==> src/gain_mgmt_map.svh <==
// Timing and limit constants for the supply-driven gain manager
`ifndef GAIN_MGMT_MAP_SVH
`define GAIN_MGMT_MAP_SVH
`define CLK_FREQ_HZ      250000000
`define AVG_STEP_S       10
`define INST_PERIOD_S    30
`define LOWBAT_REPEAT_S  300
`define TICK_CYCLES      250000000
`define INST_STEP_DB     3
`define INST_STEP_MAX    2
`define AVG_STEP_MAX     18
`endif

==> src/gain_mgmt_pkg.sv <==
// Types for the supply-driven gain manager
package gain_mgmt_pkg;
   typedef logic [1:0] inst_cnt_t;
   typedef logic [4:0] avg_cnt_t;
   typedef logic [6:0] atten_t;
   typedef enum logic [1:0] {
      INST_IDLE   = 2'b00,
      INST_HOLD   = 2'b01,
      INST_WATCH  = 2'b10
   } inst_state_t;
endpackage : gain_mgmt_pkg

==> src/sec_tick.sv <==
// One-second enable pulse divider
`timescale 1ns/10ps
module sec_tick #(
   parameter int unsigned CYCLES = 250000000
) (
   input  wire logic clk,
   input  wire logic sys_rst,
   output logic      tick
);
   logic [31:0] cnt_q;

   always_ff @(posedge clk) begin
      if (sys_rst || cnt_q == CYCLES - 1) begin
         cnt_q <= 32'h0;
      end else begin
         cnt_q <= cnt_q + 32'h1;
      end
   end

   always_ff @(posedge clk) begin
      if (sys_rst) begin
         tick <= 1'b0;
      end else begin
         tick <= (cnt_q == CYCLES - 1);
      end
   end
endmodule : sec_tick

==> src/gain_mgmt.sv <==
// Supply-driven gain reduction, mute and low-battery indicator control
`timescale 1ns/10ps
`include "gain_mgmt_map.svh"

// Function
// Average ok, instantaneous dip: immediate 3 dB
// Ignore instantaneous dips for 30 s
// Dip next period: second step, restart hold (inst_sec_q not restarted, hold ends with current period)
// At most two instantaneous steps
// Above 1.1 V whole period: clear steps
// Two steps, above 1.0 V: drop one
// Average low: add 1 dB every 10 s
// Eighteen average steps: stop and mute
// Average high: unmute before removing steps
// Average high: remove 1 dB every 10 s
// Average in band: hold count and mute
// Instantaneous and average counters independent
// Shutdown level forces hardware reset
// Enabled notification requests low-battery indicator
// Repeat indicator every five minutes
// Mute while programming, restore afterwards
// Resume memory if supply stayed above 0.6 V
// Attenuation is three times inst plus avg
// Intervals from free-running timebase, reset clears
module gain_mgmt
   import gain_mgmt_pkg::*;
#(
   parameter int unsigned TICK_CYCLES   = `TICK_CYCLES,
   parameter int unsigned AVG_STEP_S    = `AVG_STEP_S,
   parameter int unsigned INST_PERIOD_S = `INST_PERIOD_S,
   parameter int unsigned LOWBAT_S      = `LOWBAT_REPEAT_S
) (
   input  wire logic clk,
   input  wire logic sys_rst,
   input  wire logic inst_below_095,
   input  wire logic inst_above_100,
   input  wire logic inst_above_110,
   input  wire logic inst_below_shutdown,
   input  wire logic avg_below_095,
   input  wire logic avg_above_110,
   input  wire logic supply_above_060,
   input  wire logic lowbat_below_thr,
   input  wire logic notify_en,
   input  wire logic prog_active,
   output logic      hw_reset_req,
   output atten_t    atten_db,
   output logic      audio_mute,
   output logic      prog_fade_mute,
   output logic      lowbat_ind_req,
   output logic      resume_prev_mem,
   output inst_cnt_t inst_steps,
   output avg_cnt_t  avg_steps
);
   // Pin synchronisers, stage one read only by stage two
   logic [11:0] meta_q;
   logic [11:0] sync_q;
   always_ff @(posedge clk) begin
      if (sys_rst) begin
         // Supply-good level at reset, else false memory loss
         meta_q <= 12'h020;
         sync_q <= 12'h020;
      end else begin
         meta_q <= {inst_below_095, inst_above_100, inst_above_110,
                    inst_below_shutdown, avg_below_095, avg_above_110,
                    supply_above_060, lowbat_below_thr, notify_en,
                    prog_active, 2'b00};
         sync_q <= meta_q;
      end
   end

   logic s_ib95;
   logic s_ia100;
   logic s_ia110;
   logic s_ishut;
   logic s_ab95;
   logic s_aa110;
   logic s_up060;
   logic s_lowbat;
   logic s_notify;
   logic s_prog;
   assign s_ib95   = sync_q[11];
   assign s_ia100  = sync_q[10];
   assign s_ia110  = sync_q[9];
   assign s_ishut  = sync_q[8];
   assign s_ab95   = sync_q[7];
   assign s_aa110  = sync_q[6];
   assign s_up060  = sync_q[5];
   assign s_lowbat = sync_q[4];
   assign s_notify = sync_q[3];
   assign s_prog   = sync_q[2];

   // Free-running timebase
   // one second tick
   logic sec_en;
   sec_tick #(.CYCLES(TICK_CYCLES)) u_tick (
      .clk     (clk),
      .sys_rst (sys_rst),
      .tick    (sec_en)
   );

   function automatic logic [8:0] wrap_inc(input logic [8:0] v,
                                           input int unsigned lim);
      wrap_inc = (v == 9'(lim - 1)) ? 9'h000 : v + 9'h001;
   endfunction : wrap_inc

   // Instantaneous path: hold timer, then watch a full period
   inst_state_t inst_st_q;
   logic [8:0]  inst_sec_q;
   logic        stay110_q;
   logic        stay100_q;
   logic        inst_end;
   assign inst_end = sec_en && inst_sec_q == 9'(INST_PERIOD_S - 1);

   always_ff @(posedge clk) begin
      if (sys_rst) begin
         inst_sec_q <= 9'h000;
      end else if (inst_st_q == INST_IDLE) begin
         inst_sec_q <= 9'h000;
      end else if (sec_en) begin
         inst_sec_q <= wrap_inc(inst_sec_q, INST_PERIOD_S);
      end
   end

   // instantaneous counter alone
   always_ff @(posedge clk) begin
      if (sys_rst) begin
         inst_st_q  <= INST_IDLE;
         inst_steps <= 2'h0;
         stay110_q  <= 1'b1;
         stay100_q  <= 1'b1;
      end else begin
         case (inst_st_q)
            INST_IDLE: begin
               // immediate step
               if (s_ib95 && !s_ab95) begin
                  inst_steps <= 2'h1;
                  inst_st_q  <= INST_HOLD;
               end
            end
            INST_HOLD: begin
               // dips ignored during hold
               if (inst_end) begin
                  inst_st_q <= INST_WATCH;
                  stay110_q <= 1'b1;
                  stay100_q <= 1'b1;
               end
            end
            INST_WATCH: begin
               if (s_ib95 && !s_ab95) begin
                  // second step
                  // capped at two
                  if (inst_steps < 2'(`INST_STEP_MAX)) begin
                     inst_steps <= inst_steps + 2'h1;
                  end
                  inst_st_q <= INST_HOLD;
               end else if (inst_end) begin
                  stay110_q <= 1'b1;
                  stay100_q <= 1'b1;
                  // full restore
                  if (stay110_q && s_ia110) begin
                     inst_steps <= 2'h0;
                     inst_st_q  <= INST_IDLE;
                  // back to one step
                  end else if (inst_steps == 2'h2 && stay100_q && s_ia100) begin
                     inst_steps <= 2'h1;
                  end
               end else begin
                  stay110_q <= stay110_q & s_ia110;
                  stay100_q <= stay100_q & s_ia100;
               end
            end
            default: begin
               inst_st_q <= INST_IDLE;
            end
         endcase
      end
   end

   // Average path, ten-second interval
   logic [8:0] avg_sec_q;
   logic       avg_end;
   logic       avg_act;
   assign avg_act = s_ab95 || s_aa110;
   assign avg_end = sec_en && avg_sec_q == 9'(AVG_STEP_S - 1);

   always_ff @(posedge clk) begin
      if (sys_rst || !avg_act) begin
         avg_sec_q <= 9'h000;
      end else if (sec_en) begin
         avg_sec_q <= wrap_inc(avg_sec_q, AVG_STEP_S);
      end
   end

   // average counter alone
   // nothing changes in band
   always_ff @(posedge clk) begin
      if (sys_rst) begin
         avg_steps  <= 5'h00;
         audio_mute <= 1'b0;
      end else if (s_ab95) begin
         // one step per interval
         // cap then mute
         if (avg_steps == 5'(`AVG_STEP_MAX)) begin
            audio_mute <= 1'b1;
         end else if (avg_end) begin
            avg_steps <= avg_steps + 5'h01;
            if (avg_steps == 5'(`AVG_STEP_MAX - 1)) begin
               audio_mute <= 1'b1;
            end
         end
      end else if (s_aa110) begin
         // unmute first
         if (audio_mute) begin
            audio_mute <= 1'b0;
         // one step back per interval
         end else if (avg_end && avg_steps != 5'h00) begin
            avg_steps <= avg_steps - 5'h01;
         end
      end
   end

   // combined attenuation
   always_ff @(posedge clk) begin
      if (sys_rst) begin
         atten_db <= 7'h00;
      end else begin
         atten_db <= 7'(inst_steps) * 7'(`INST_STEP_DB) + 7'(avg_steps);
      end
   end

   // shutdown forces reset
   // remember whether 0.6 V held
   always_ff @(posedge clk) begin
      if (sys_rst) begin
         hw_reset_req    <= 1'b0;
         resume_prev_mem <= 1'b1;
      end else begin
         hw_reset_req <= s_ishut;
         if (!s_up060) begin
            resume_prev_mem <= 1'b0;
         end
      end
   end

   // low-battery request
   // five-minute repeat
   logic        lowbat_q;
   logic [8:0]  lb_sec_q;
   always_ff @(posedge clk) begin
      if (sys_rst) begin
         lowbat_q       <= 1'b0;
         lb_sec_q       <= 9'h000;
         lowbat_ind_req <= 1'b0;
      end else begin
         lowbat_ind_req <= 1'b0;
         if (!lowbat_q) begin
            if (s_notify && s_lowbat) begin
               lowbat_q       <= 1'b1;
               lowbat_ind_req <= 1'b1;
               lb_sec_q       <= 9'h000;
            end
         end else if (sec_en) begin
            lb_sec_q <= wrap_inc(lb_sec_q, LOWBAT_S);
            lowbat_ind_req <= (lb_sec_q == 9'(LOWBAT_S - 1));
         end
      end
   end

   // fader mute while programming
   always_ff @(posedge clk) begin
      if (sys_rst) begin
         prog_fade_mute <= 1'b0;
      end else begin
         prog_fade_mute <= s_prog;
      end
   end

   AST_INST_CAP: assert property (@(posedge clk) disable iff (sys_rst)
      inst_steps <= 2'h2) else $error("inst steps over two");
   AST_AVG_CAP: assert property (@(posedge clk) disable iff (sys_rst)
      avg_steps <= 5'h12) else $error("avg steps over 18");
   AST_MUTE_AT_MAX: assert property (@(posedge clk) disable iff (sys_rst)
      (avg_steps == 5'h12 && s_ab95) |=> audio_mute)
      else $error("no mute at max");
   AST_UNMUTE_FIRST: assert property (@(posedge clk) disable iff (sys_rst)
      (audio_mute && s_aa110) |=> avg_steps == $past(avg_steps))
      else $error("step removed before unmute");
   AST_BAND_HOLD: assert property (@(posedge clk) disable iff (sys_rst)
      (!s_ab95 && !s_aa110) |=> $stable(avg_steps) && $stable(audio_mute))
      else $error("avg changed in band");
   AST_HOLD_IGNORE: assert property (@(posedge clk) disable iff (sys_rst)
      (inst_st_q == INST_HOLD && !inst_end) |=> $stable(inst_steps))
      else $error("step during hold");
   AST_IMMEDIATE: assert property (@(posedge clk) disable iff (sys_rst)
      (inst_st_q == INST_IDLE && s_ib95 && !s_ab95) |=> inst_steps == 2'h1)
      else $error("no immediate step");
   AST_ATTEN: assert property (@(posedge clk) disable iff (sys_rst)
      atten_db == 7'(3 * $past(inst_steps) + $past(avg_steps)))
      else $error("attenuation mismatch");
   AST_PROG_MUTE: assert property (@(posedge clk) disable iff (sys_rst)
      s_prog |=> prog_fade_mute) else $error("no programming mute");
   AST_SHUT: assert property (@(posedge clk) disable iff (sys_rst)
      s_ishut |=> hw_reset_req) else $error("no reset on shutdown");

   // Instantaneous path checks
   AST_SECOND_STEP: assert property (@(posedge clk) disable iff (sys_rst)
      (inst_st_q == INST_WATCH && s_ib95 && !s_ab95 && inst_steps == 2'h1)
      |=> inst_steps == 2'h2)
      else $error("no second step");
   AST_RESTORE: assert property (@(posedge clk) disable iff (sys_rst)
      (inst_st_q == INST_WATCH && !(s_ib95 && !s_ab95) && inst_end
       && stay110_q && s_ia110) |=> inst_steps == 2'h0)
      else $error("steps not cleared");
   AST_MID: assert property (@(posedge clk) disable iff (sys_rst)
      (inst_st_q == INST_WATCH && !(s_ib95 && !s_ab95) && inst_end
       && !(stay110_q && s_ia110) && inst_steps == 2'h2
       && stay100_q && s_ia100) |=> inst_steps == 2'h1)
      else $error("no drop to one step");

   // Average path checks
   AST_AVG_ADD: assert property (@(posedge clk) disable iff (sys_rst)
      (s_ab95 && avg_end && avg_steps < 5'h12)
      |=> avg_steps == 5'($past(avg_steps) + 5'h01))
      else $error("no average step added");
   AST_AVG_SUB: assert property (@(posedge clk) disable iff (sys_rst)
      (s_aa110 && !s_ab95 && !audio_mute && avg_end && avg_steps != 5'h00)
      |=> avg_steps == 5'($past(avg_steps) - 5'h01))
      else $error("no average step removed");

   // Indicator, timebase and restart checks
   AST_LOWBAT_FIRST: assert property (@(posedge clk) disable iff (sys_rst)
      (!lowbat_q && s_notify && s_lowbat) |=> lowbat_ind_req)
      else $error("no low-battery request");
   AST_LOWBAT_PULSE: assert property (@(posedge clk) disable iff (sys_rst)
      lowbat_ind_req |=> !lowbat_ind_req)
      else $error("indicator request too long");
   AST_TICK_PULSE: assert property (@(posedge clk) disable iff (sys_rst)
      sec_en |=> !sec_en)
      else $error("tick wider than one cycle");
   AST_RESUME_STICKY: assert property (@(posedge clk) disable iff (sys_rst)
      !resume_prev_mem |=> !resume_prev_mem)
      else $error("memory resume flag came back");

   COV_TWO_STEPS: cover property (@(posedge clk) inst_steps == 2'h2);
   COV_AVG_MUTE: cover property (@(posedge clk) audio_mute);
   COV_LOWBAT: cover property (@(posedge clk) lowbat_ind_req);
   COV_UNMUTE: cover property (@(posedge clk) $fell(audio_mute));
endmodule : gain_mgmt

==> config.mk <==
export PLATFORM = sky130hd
export DESIGN_NAME = gain_mgmt
export DESIGN_NICKNAME = d
export VERILOG_FILES = /design/src/gain_mgmt_pkg.sv /design/src/sec_tick.sv /design/src/gain_mgmt.sv
export VERILOG_INCLUDE_DIRS = /design/src
export SDC_FILE = /design/constraint.sdc
export NUM_CORES = 1
export LEC_CHECK = 0
export BUFFER_PORTS_ARGS = -buffer_cell sky130_fd_sc_hd__buf_2
export CAP_MARGIN = 10
export CELL_PAD_IN_SITES_DETAIL_PLACEMENT = 1
export CELL_PAD_IN_SITES_GLOBAL_PLACEMENT = 2
export CORE_MARGIN = 1.5
export CORE_UTILIZATION = 40
export CTS_CLUSTER_SIZE = 40
export DETAILED_ROUTE_END_ITERATION = 8
export PLACE_DENSITY_LB_ADDON = 0.1
export SKIP_CTS_REPAIR_TIMING = 1
export SLEW_MARGIN = 20
export SYNTH_ARGS = -nofsm -noshare
export SYNTH_HDL_FRONTEND = slang
export SYNTH_HIERARCHICAL = 1
export SYNTH_SLANG_ARGS = --single-unit
==> constraint.sdc <==
create_clock -name clk -period 3.5 [get_ports clk]
set_clock_uncertainty 0.1 [all_clocks]
set_input_delay 0.525 -clock clk [delete_from_list [all_inputs] [get_ports clk]]
set_output_delay 0.525 -clock clk [all_outputs]
set_load 0.1 [all_outputs]
Word-level counts from Yosys, hierarchy flattened
Index checks and enable logic that the tools add are counted.
{"block": "word_totals", "regBits": 108, "inputBits": 12, "elab_cells": 121}
{"block": "classes", "n_addsub": 8, "multipliers": 1, "order_cmp": 1, "n_eq_ne": 22, "muxes": 40, "bitwise": 2, "reduce_logical": 27}
{"op": "$mux W9", "n": 6}
{"op": "$add A32 B1 Y32 const B", "n": 1}
{"op": "$eq A32 B28 Y1 const B", "n": 1}
{"op": "$mux W5", "n": 6}
{"op": "$add A9 B1 Y9 const B", "n": 3}
{"op": "$mux W2", "n": 10}
{"op": "$mux W1", "n": 14}
{"op": "$eq A5 B5 Y1 const B", "n": 2}
{"op": "$reduce_and A5 Y1", "n": 2}
{"op": "$reduce_bool A2 Y1", "n": 5}
{"op": "$eq A9 B4 Y1 const B", "n": 1}
{"op": "$eq A9 B5 Y1 const B", "n": 1}
{"op": "$eq A9 B9 Y1 const B", "n": 1}
{"op": "$ne A3 B3 Y1 const B", "n": 3}
{"op": "$logic_and A1 B1 Y1", "n": 8}
{"op": "$ne A2 B1 Y1 const B", "n": 4}
{"op": "$add A4 B5 Y6", "n": 1}
{"op": "$ne A2 B2 Y1 const B", "n": 3}
{"op": "$ne A3 B1 Y1 const B", "n": 2}
{"op": "$pmux W2 S3", "n": 1}
{"op": "$reduce_and A3 Y1", "n": 2}
{"op": "$add A5 B1 Y5 const B", "n": 1}
{"op": "$reduce_bool A5 Y1", "n": 1}
{"op": "$sub A5 B1 Y5 const B", "n": 1}
{"op": "15 further kinds", "n": 21}

Depth between registers and ports, before layout
{"block": "logic_depth", "word_depth": 8, "ltp_mapped": 9}

By module
Netlist, hierarchy kept.
{"module": "gain_mgmt", "instances": 1, "cells_each": 326, "area_per_inst_um2": 3041.7, "seq_area_each_um2": 1401.3}
{"module": "sec_tick", "instances": 1, "cells_each": 185, "area_per_inst_um2": 1580.3, "seq_area_each_um2": 660.6}

Worst setup path before layout
Ideal clock, no wire load.
{"block": "synth_timing", "path_kind": "reg-to-reg", "from": "register inst_steps[0]", "to": "register atten_db[5]", "setup_time_ps": 80, "t_arrival_ps": 2581, "required_time_ps": 3320, "path_slack_ps": 739, "stages_incl_launch_ff": 10, "period_less_slack_ps": 2761, "cell_sequence": "dfxtp_1 > inv_1 > fa_1 > inv_1 > ha_1 > inv_1 > fa_1 > inv_1 > a21oi_1 > nor3b_1"}
{"block": "synth_via", "elab_chain_len": 2}
{"element": "from (decl)", "line_no": "gain_mgmt.sv:51", "text": "output inst_cnt_t inst_steps,"}
{"element": "from (signal assigned)", "line_no": "gain_mgmt.sv:153", "text": "inst_steps <= inst_steps + 2'h1;"}
{"element": "$mul A2 B2 Y4", "line_no": "gain_mgmt.sv:227", "text": "atten_db <= 7'(inst_steps) * 7'(`INST_STEP_DB) + 7'(avg_steps);"}
{"element": "$add A4 B5 Y6", "line_no": "gain_mgmt.sv:227"}
{"element": "to (signal assigned)", "line_no": "gain_mgmt.sv:227"}
{"element": "to (decl)", "line_no": "gain_mgmt.sv:46", "text": "output atten_t atten_db,"}
Every way passes these cells.
A chain may end at the register's enable or synchronous reset.

Worst setup path after layout
{"block": "layout_timing", "from": "register u_tick.cnt_q[0]", "to": "register u_tick.cnt_q[30]"}
{"block": "layout_via", "elab_chain_len": 2, "elab_cells_between_ends": 3}
{"element": "from (decl)", "line_no": "sec_tick.sv:10", "text": "logic [31:0] cnt_q;"}
{"element": "from (signal assigned)", "line_no": "sec_tick.sv:16", "text": "cnt_q <= cnt_q + 32'h1;"}
{"element": "branches (longest 2 deep; another with $add A32 B1 Y32)"}
Parallel ways; which one is timed is not known.

==> run summary <==
GLOBAL ROUTE
-------------------------------------------------------------------------------------
Global-route wire length before repair .................................     17100 um
Via count of the first global-routing pass .............................         3631
Grt total ovfl .........................................................            0
Overall Global Routing Usage ...........................................        17.1%
Number of antenna violations at the first check in global routing ......            0
Largest net degree at the start of global routing ......................           51

SYNTHESIS
-------------------------------------------------------------------------------------
Share of cell area taken by muxes after synthesis ......................       0.650%
Post-synthesis xor/xnor area fraction ..................................        6.44%
Synth Flop Type ........................................................ sky130_fd_sc_hd__dfxtp_1
Compound-gate portion of the synthesized area ..........................        12.5%
Area share of and/or/nand/nor cells after synthesis ....................        26.8%
Number of nets produced by synthesis ...................................          541
Number of library cell types mapped by synthesis .......................           61
Flops & latches, synth .................................................          103
Sequential element share of the synthesized area .......................        44.6%
Number of synthesized flops with an enable pin .........................            0
Post-synthesis async set-or-reset flop share ...........................           0%
Dominant combinational cell family by area after synthesis ............. simple AND/OR/NAND/NOR gates
Post-synthesis adder-cell area fraction ................................        5.36%
Number of standard cells after synthesis ...............................          511
Mean post-synth cell area ..............................................   9.04 sq um
Synth warnings .........................................................            6
Area of the mapped netlist .............................................   4620 sq um

CLOCK NETWORK
-------------------------------------------------------------------------------------
Clk_lat worst skew .....................................................       360 ps
Clock tree from TritonCTS ..............................................          yes
Number of buffers on the longest clock path ............................            2
Clock tree sinks .......................................................          103
Clk slew on worst S/H paths ............................................        70 ps
Clock Root Buffer ...................................................... sky130_fd_sc_hd__clkbuf_16
H-Tree Level Count .....................................................            3
Total clock buffers created by CTS .....................................            9

SETUP PATH
-------------------------------------------------------------------------------------
Register-to-register setup slack .......................................      1160 ps
Number of buffers and inverters on the critical path ...................            0
Arrival time of the worst setup path ...................................      2530 ps
Crit-path slowest cell ................................................. sky130_fd_sc_hd__or4_4
Path depth of the worst reg2reg path ...................................            5
Crit path max-delay family ............................................. simple AND/OR/NAND/NOR gates
Count of cell instances traversed by the critical path .................            5
Critical Path, Cell by Cell ............................................ ha_1 -> nand3_1 -> or4_4 -> or4_1 -> a21oi_1
Classification of the worst setup path ................................. flop to flop
Launch point of the worst reg-to-reg path .............................. u_tick/cnt_q[0]
Data required time at the worst endpoint ...............................      3690 ps
Critical path capture point type .......................................         flop
Worst Setup EP ......................................................... u_tick/cnt_q[30]
End of the worst register-to-register path ............................. u_tick/cnt_q[30]
CP Max Fanout ..........................................................           16
Slowest stage delay, CP ................................................       680 ps
Type of origin of the critical path ....................................         flop
Worst setup path startpoint ............................................ u_tick/cnt_q[0]

PWR
-------------------------------------------------------------------------------------
Net Switching ..........................................................   0.000532 W
Power per Cell Area ....................................................  445 nW/um^2
Combinational share of power ...........................................         3.7%
Portion of total power attributed to sequential cells ..................        52.0%
Internal power .........................................................    0.00178 W
Switching share of power ...............................................        23.0%
Worst IR drop on VDD ...................................................     0.363 mV
Clock power frac .......................................................        44.4%
Total power draw .......................................................    0.00231 W
Leakage dissipation ....................................................      1.85 nW

FINISH
-------------------------------------------------------------------------------------
Most frequent standard cell in the layout excluding fill and tap cells . sky130_fd_sc_hd__dfxtp_1
Most frequent cells in the layout ...................................... sky130_fd_sc_hd__dfxtp_1 (103), sky130_fd_sc_hd__nor2_1 (60), sky130_fd_sc_hd__nand2_1 (37)
Post-route non-filler standard cell count ..............................          683
Ant. Diodes ............................................................            0
Share of post-route cells with drive strength above 1 ..................        12.4%
Layout net count .......................................................          565
Area growth, synth to finish ...........................................        12.4%

TIMING
-------------------------------------------------------------------------------------
Finish-stage setup viols ...............................................            0
Peak clock frequency supported by timing ...............................      428 MHz
Post-route fraction of the period consumed by the critical path ........        66.8%
Final critical-path required period ....................................      2340 ps
Pins over their slew limit .............................................            0
Normalized max-slew margin .............................................        46.7%
Final hold violation count .............................................            0
Sum of negative setup slack ............................................         0 ps
Worst hold slack across all endpoints ..................................       258 ps
Worst Max-Slew Pin Slew ................................................       796 ps
RSZ-0062 raised after global routing ...................................        false

DIE
-------------------------------------------------------------------------------------
Core area ..............................................................  11300 sq um
Vert. Die Dim ..........................................................       110 um
Die footprint ..........................................................  12200 sq um
Placement row count ....................................................           39
Chip Width .............................................................       110 um
Initial core utilization ...............................................        40.8%
Number of primary I/O pins .............................................           31

DETAILED ROUTING
-------------------------------------------------------------------------------------
Sum of routed wire length over all layers ..............................      9830 um
First-pass iteration count of the detailed router ......................            4
Antenna Nets Post-Route ................................................            0
Via count ..............................................................         3692
Remaining routing DRC violations .......................................            0
Iteration-0 DRC Markers ................................................          139
Average vias per placed instance .......................................         5.41
Detailed-route wire length per cell ....................................      14.4 um

PLACE
-------------------------------------------------------------------------------------
Number of buffers inserted by port buffering ...........................           29
DPL Wire Length ........................................................      6980 um
Post-placement cell count ..............................................          667
Routability congestion estimate ........................................        0.762

WORST HOLD PATH
-------------------------------------------------------------------------------------
Tightest Hold Check Type ............................................... input port to flop

RUN
-------------------------------------------------------------------------------------
Count of maximum capacitance violations ................................            0

RUN STATUS
-------------------------------------------------------------------------------------
Status .................................................................    completed

## layer usage
metal	up-vias	GRT usage (%)	wire length [um]
met3	12	4.61	305
li1	1857	-	-
met5	-	0	0
met4	0	6.50	137
met1	1785	20.5	4550
met2	38	29.3	4840
## area by class of cell
type | instances | area, sq um
Fill cell | 1339 | 6130
Tap cell | 143 | 179
Clock inverter | 7 | 81.3
Inverter | 21 | 78.8
Timing Repair Buffer | 31 | 160
Multi-Input combinational cell | 369 | 2410
Clock buffer | 9 | 225
Sequential cell | 103 | 2060
## worst reg2reg max path, delay by kind of cell (launching register included)
kind            cells  cell delay (ps)
flops               1              410
simple gates        3             1390
compound gates      1              140
fa+ha+maj           1              230
## through the flow
step                cell area (sq um)  setup WS (ps)  utilization, %
global route                     5190            915            45.9
global placement                 4890           1200            43.2
CTS                              5190           1140            45.9
floorplan                        4620            739               -
detailed placement               4890           1150            43.2
finish                           5190           1160            45.9
## flip-flops by register name, summed over array words and instances, names as in the netlist, 2 cells and up
| register | count |
|---|---|
| meta_q | 10 |
| atten_db | 6 |
| avg_steps | 5 |
| u_tick/cnt_q | 32 |
| inst_steps | 2 |
| lb_sec_q | 9 |
| avg_sec_q | 9 |
| inst_sec_q | 9 |
| inst_st_q | 2 |
| sync_q | 10 |
## how the worst min path moves through the flow
stage                     end  cells after the start        startpoint  slack, ps
global route        meta_q[5]                      2  supply_above_060        260
CTS                 meta_q[5]                      2  supply_above_060        240
floorplan           sync_q[5]                      1         meta_q[5]        290
global placement    sync_q[5]                      1         meta_q[5]        300
detailed placement  sync_q[5]                      1         meta_q[5]        300
finish              meta_q[5]                      2  supply_above_060        260
## cells in the mapped netlist (11+ instances only)
| cell | count | area [sq um] |
|---|---|---|
| sky130_fd_sc_hd__o21ai_0 | 13 | 65.1 |
| sky130_fd_sc_hd__a21oi_1 | 36 | 180 |
| sky130_fd_sc_hd__ha_1 | 15 | 188 |
| sky130_fd_sc_hd__xor2_1 | 17 | 149 |
| sky130_fd_sc_hd__nor2b_1 | 24 | 150 |
| sky130_fd_sc_hd__nand2_1 | 37 | 139 |
| sky130_fd_sc_hd__nor2_1 | 60 | 225 |
| sky130_fd_sc_hd__xnor2_1 | 17 | 149 |
| sky130_fd_sc_hd__inv_1 | 21 | 78.8 |
| sky130_fd_sc_hd__dfxtp_1 | 103 | 2060 |
| sky130_fd_sc_hd__or4_1 | 14 | 105 |
| sky130_fd_sc_hd__nand4_1 | 14 | 87.6 |
| sky130_fd_sc_hd__o31ai_1 | 11 | 82.6 |
| sky130_fd_sc_hd__nand3_1 | 14 | 70.1 |
## power by group through the flow
stage	combinational, W	sequential, W	clock, W
floorplan	0.0000478	0.00124	0
global placement	0.0000849	0.00123	0
detailed placement	0.0000865	0.00123	0
CTS	0.0000871	0.00120	0.00107
global route	0.0000939	0.00120	0.00111
finish	0.0000847	0.00120	0.00102
## cells by family (layout without fill, tap and decap cells)
| family | after synthesis | after routing |
|---|---|---|
| adders and majority gates | 18 | 18 |
| buffers and inverters | 39 | 68 |
| xor gates and xnor gates | 34 | 34 |
| DFF | 103 | 103 |
| AOI/OAI and AO/OA | 89 | 89 |
| and+or+nand+nor | 224 | 224 |
| muxes | 3 | 3 |
| other | 1 | 1 |
(Power assumes the default switching activity.)
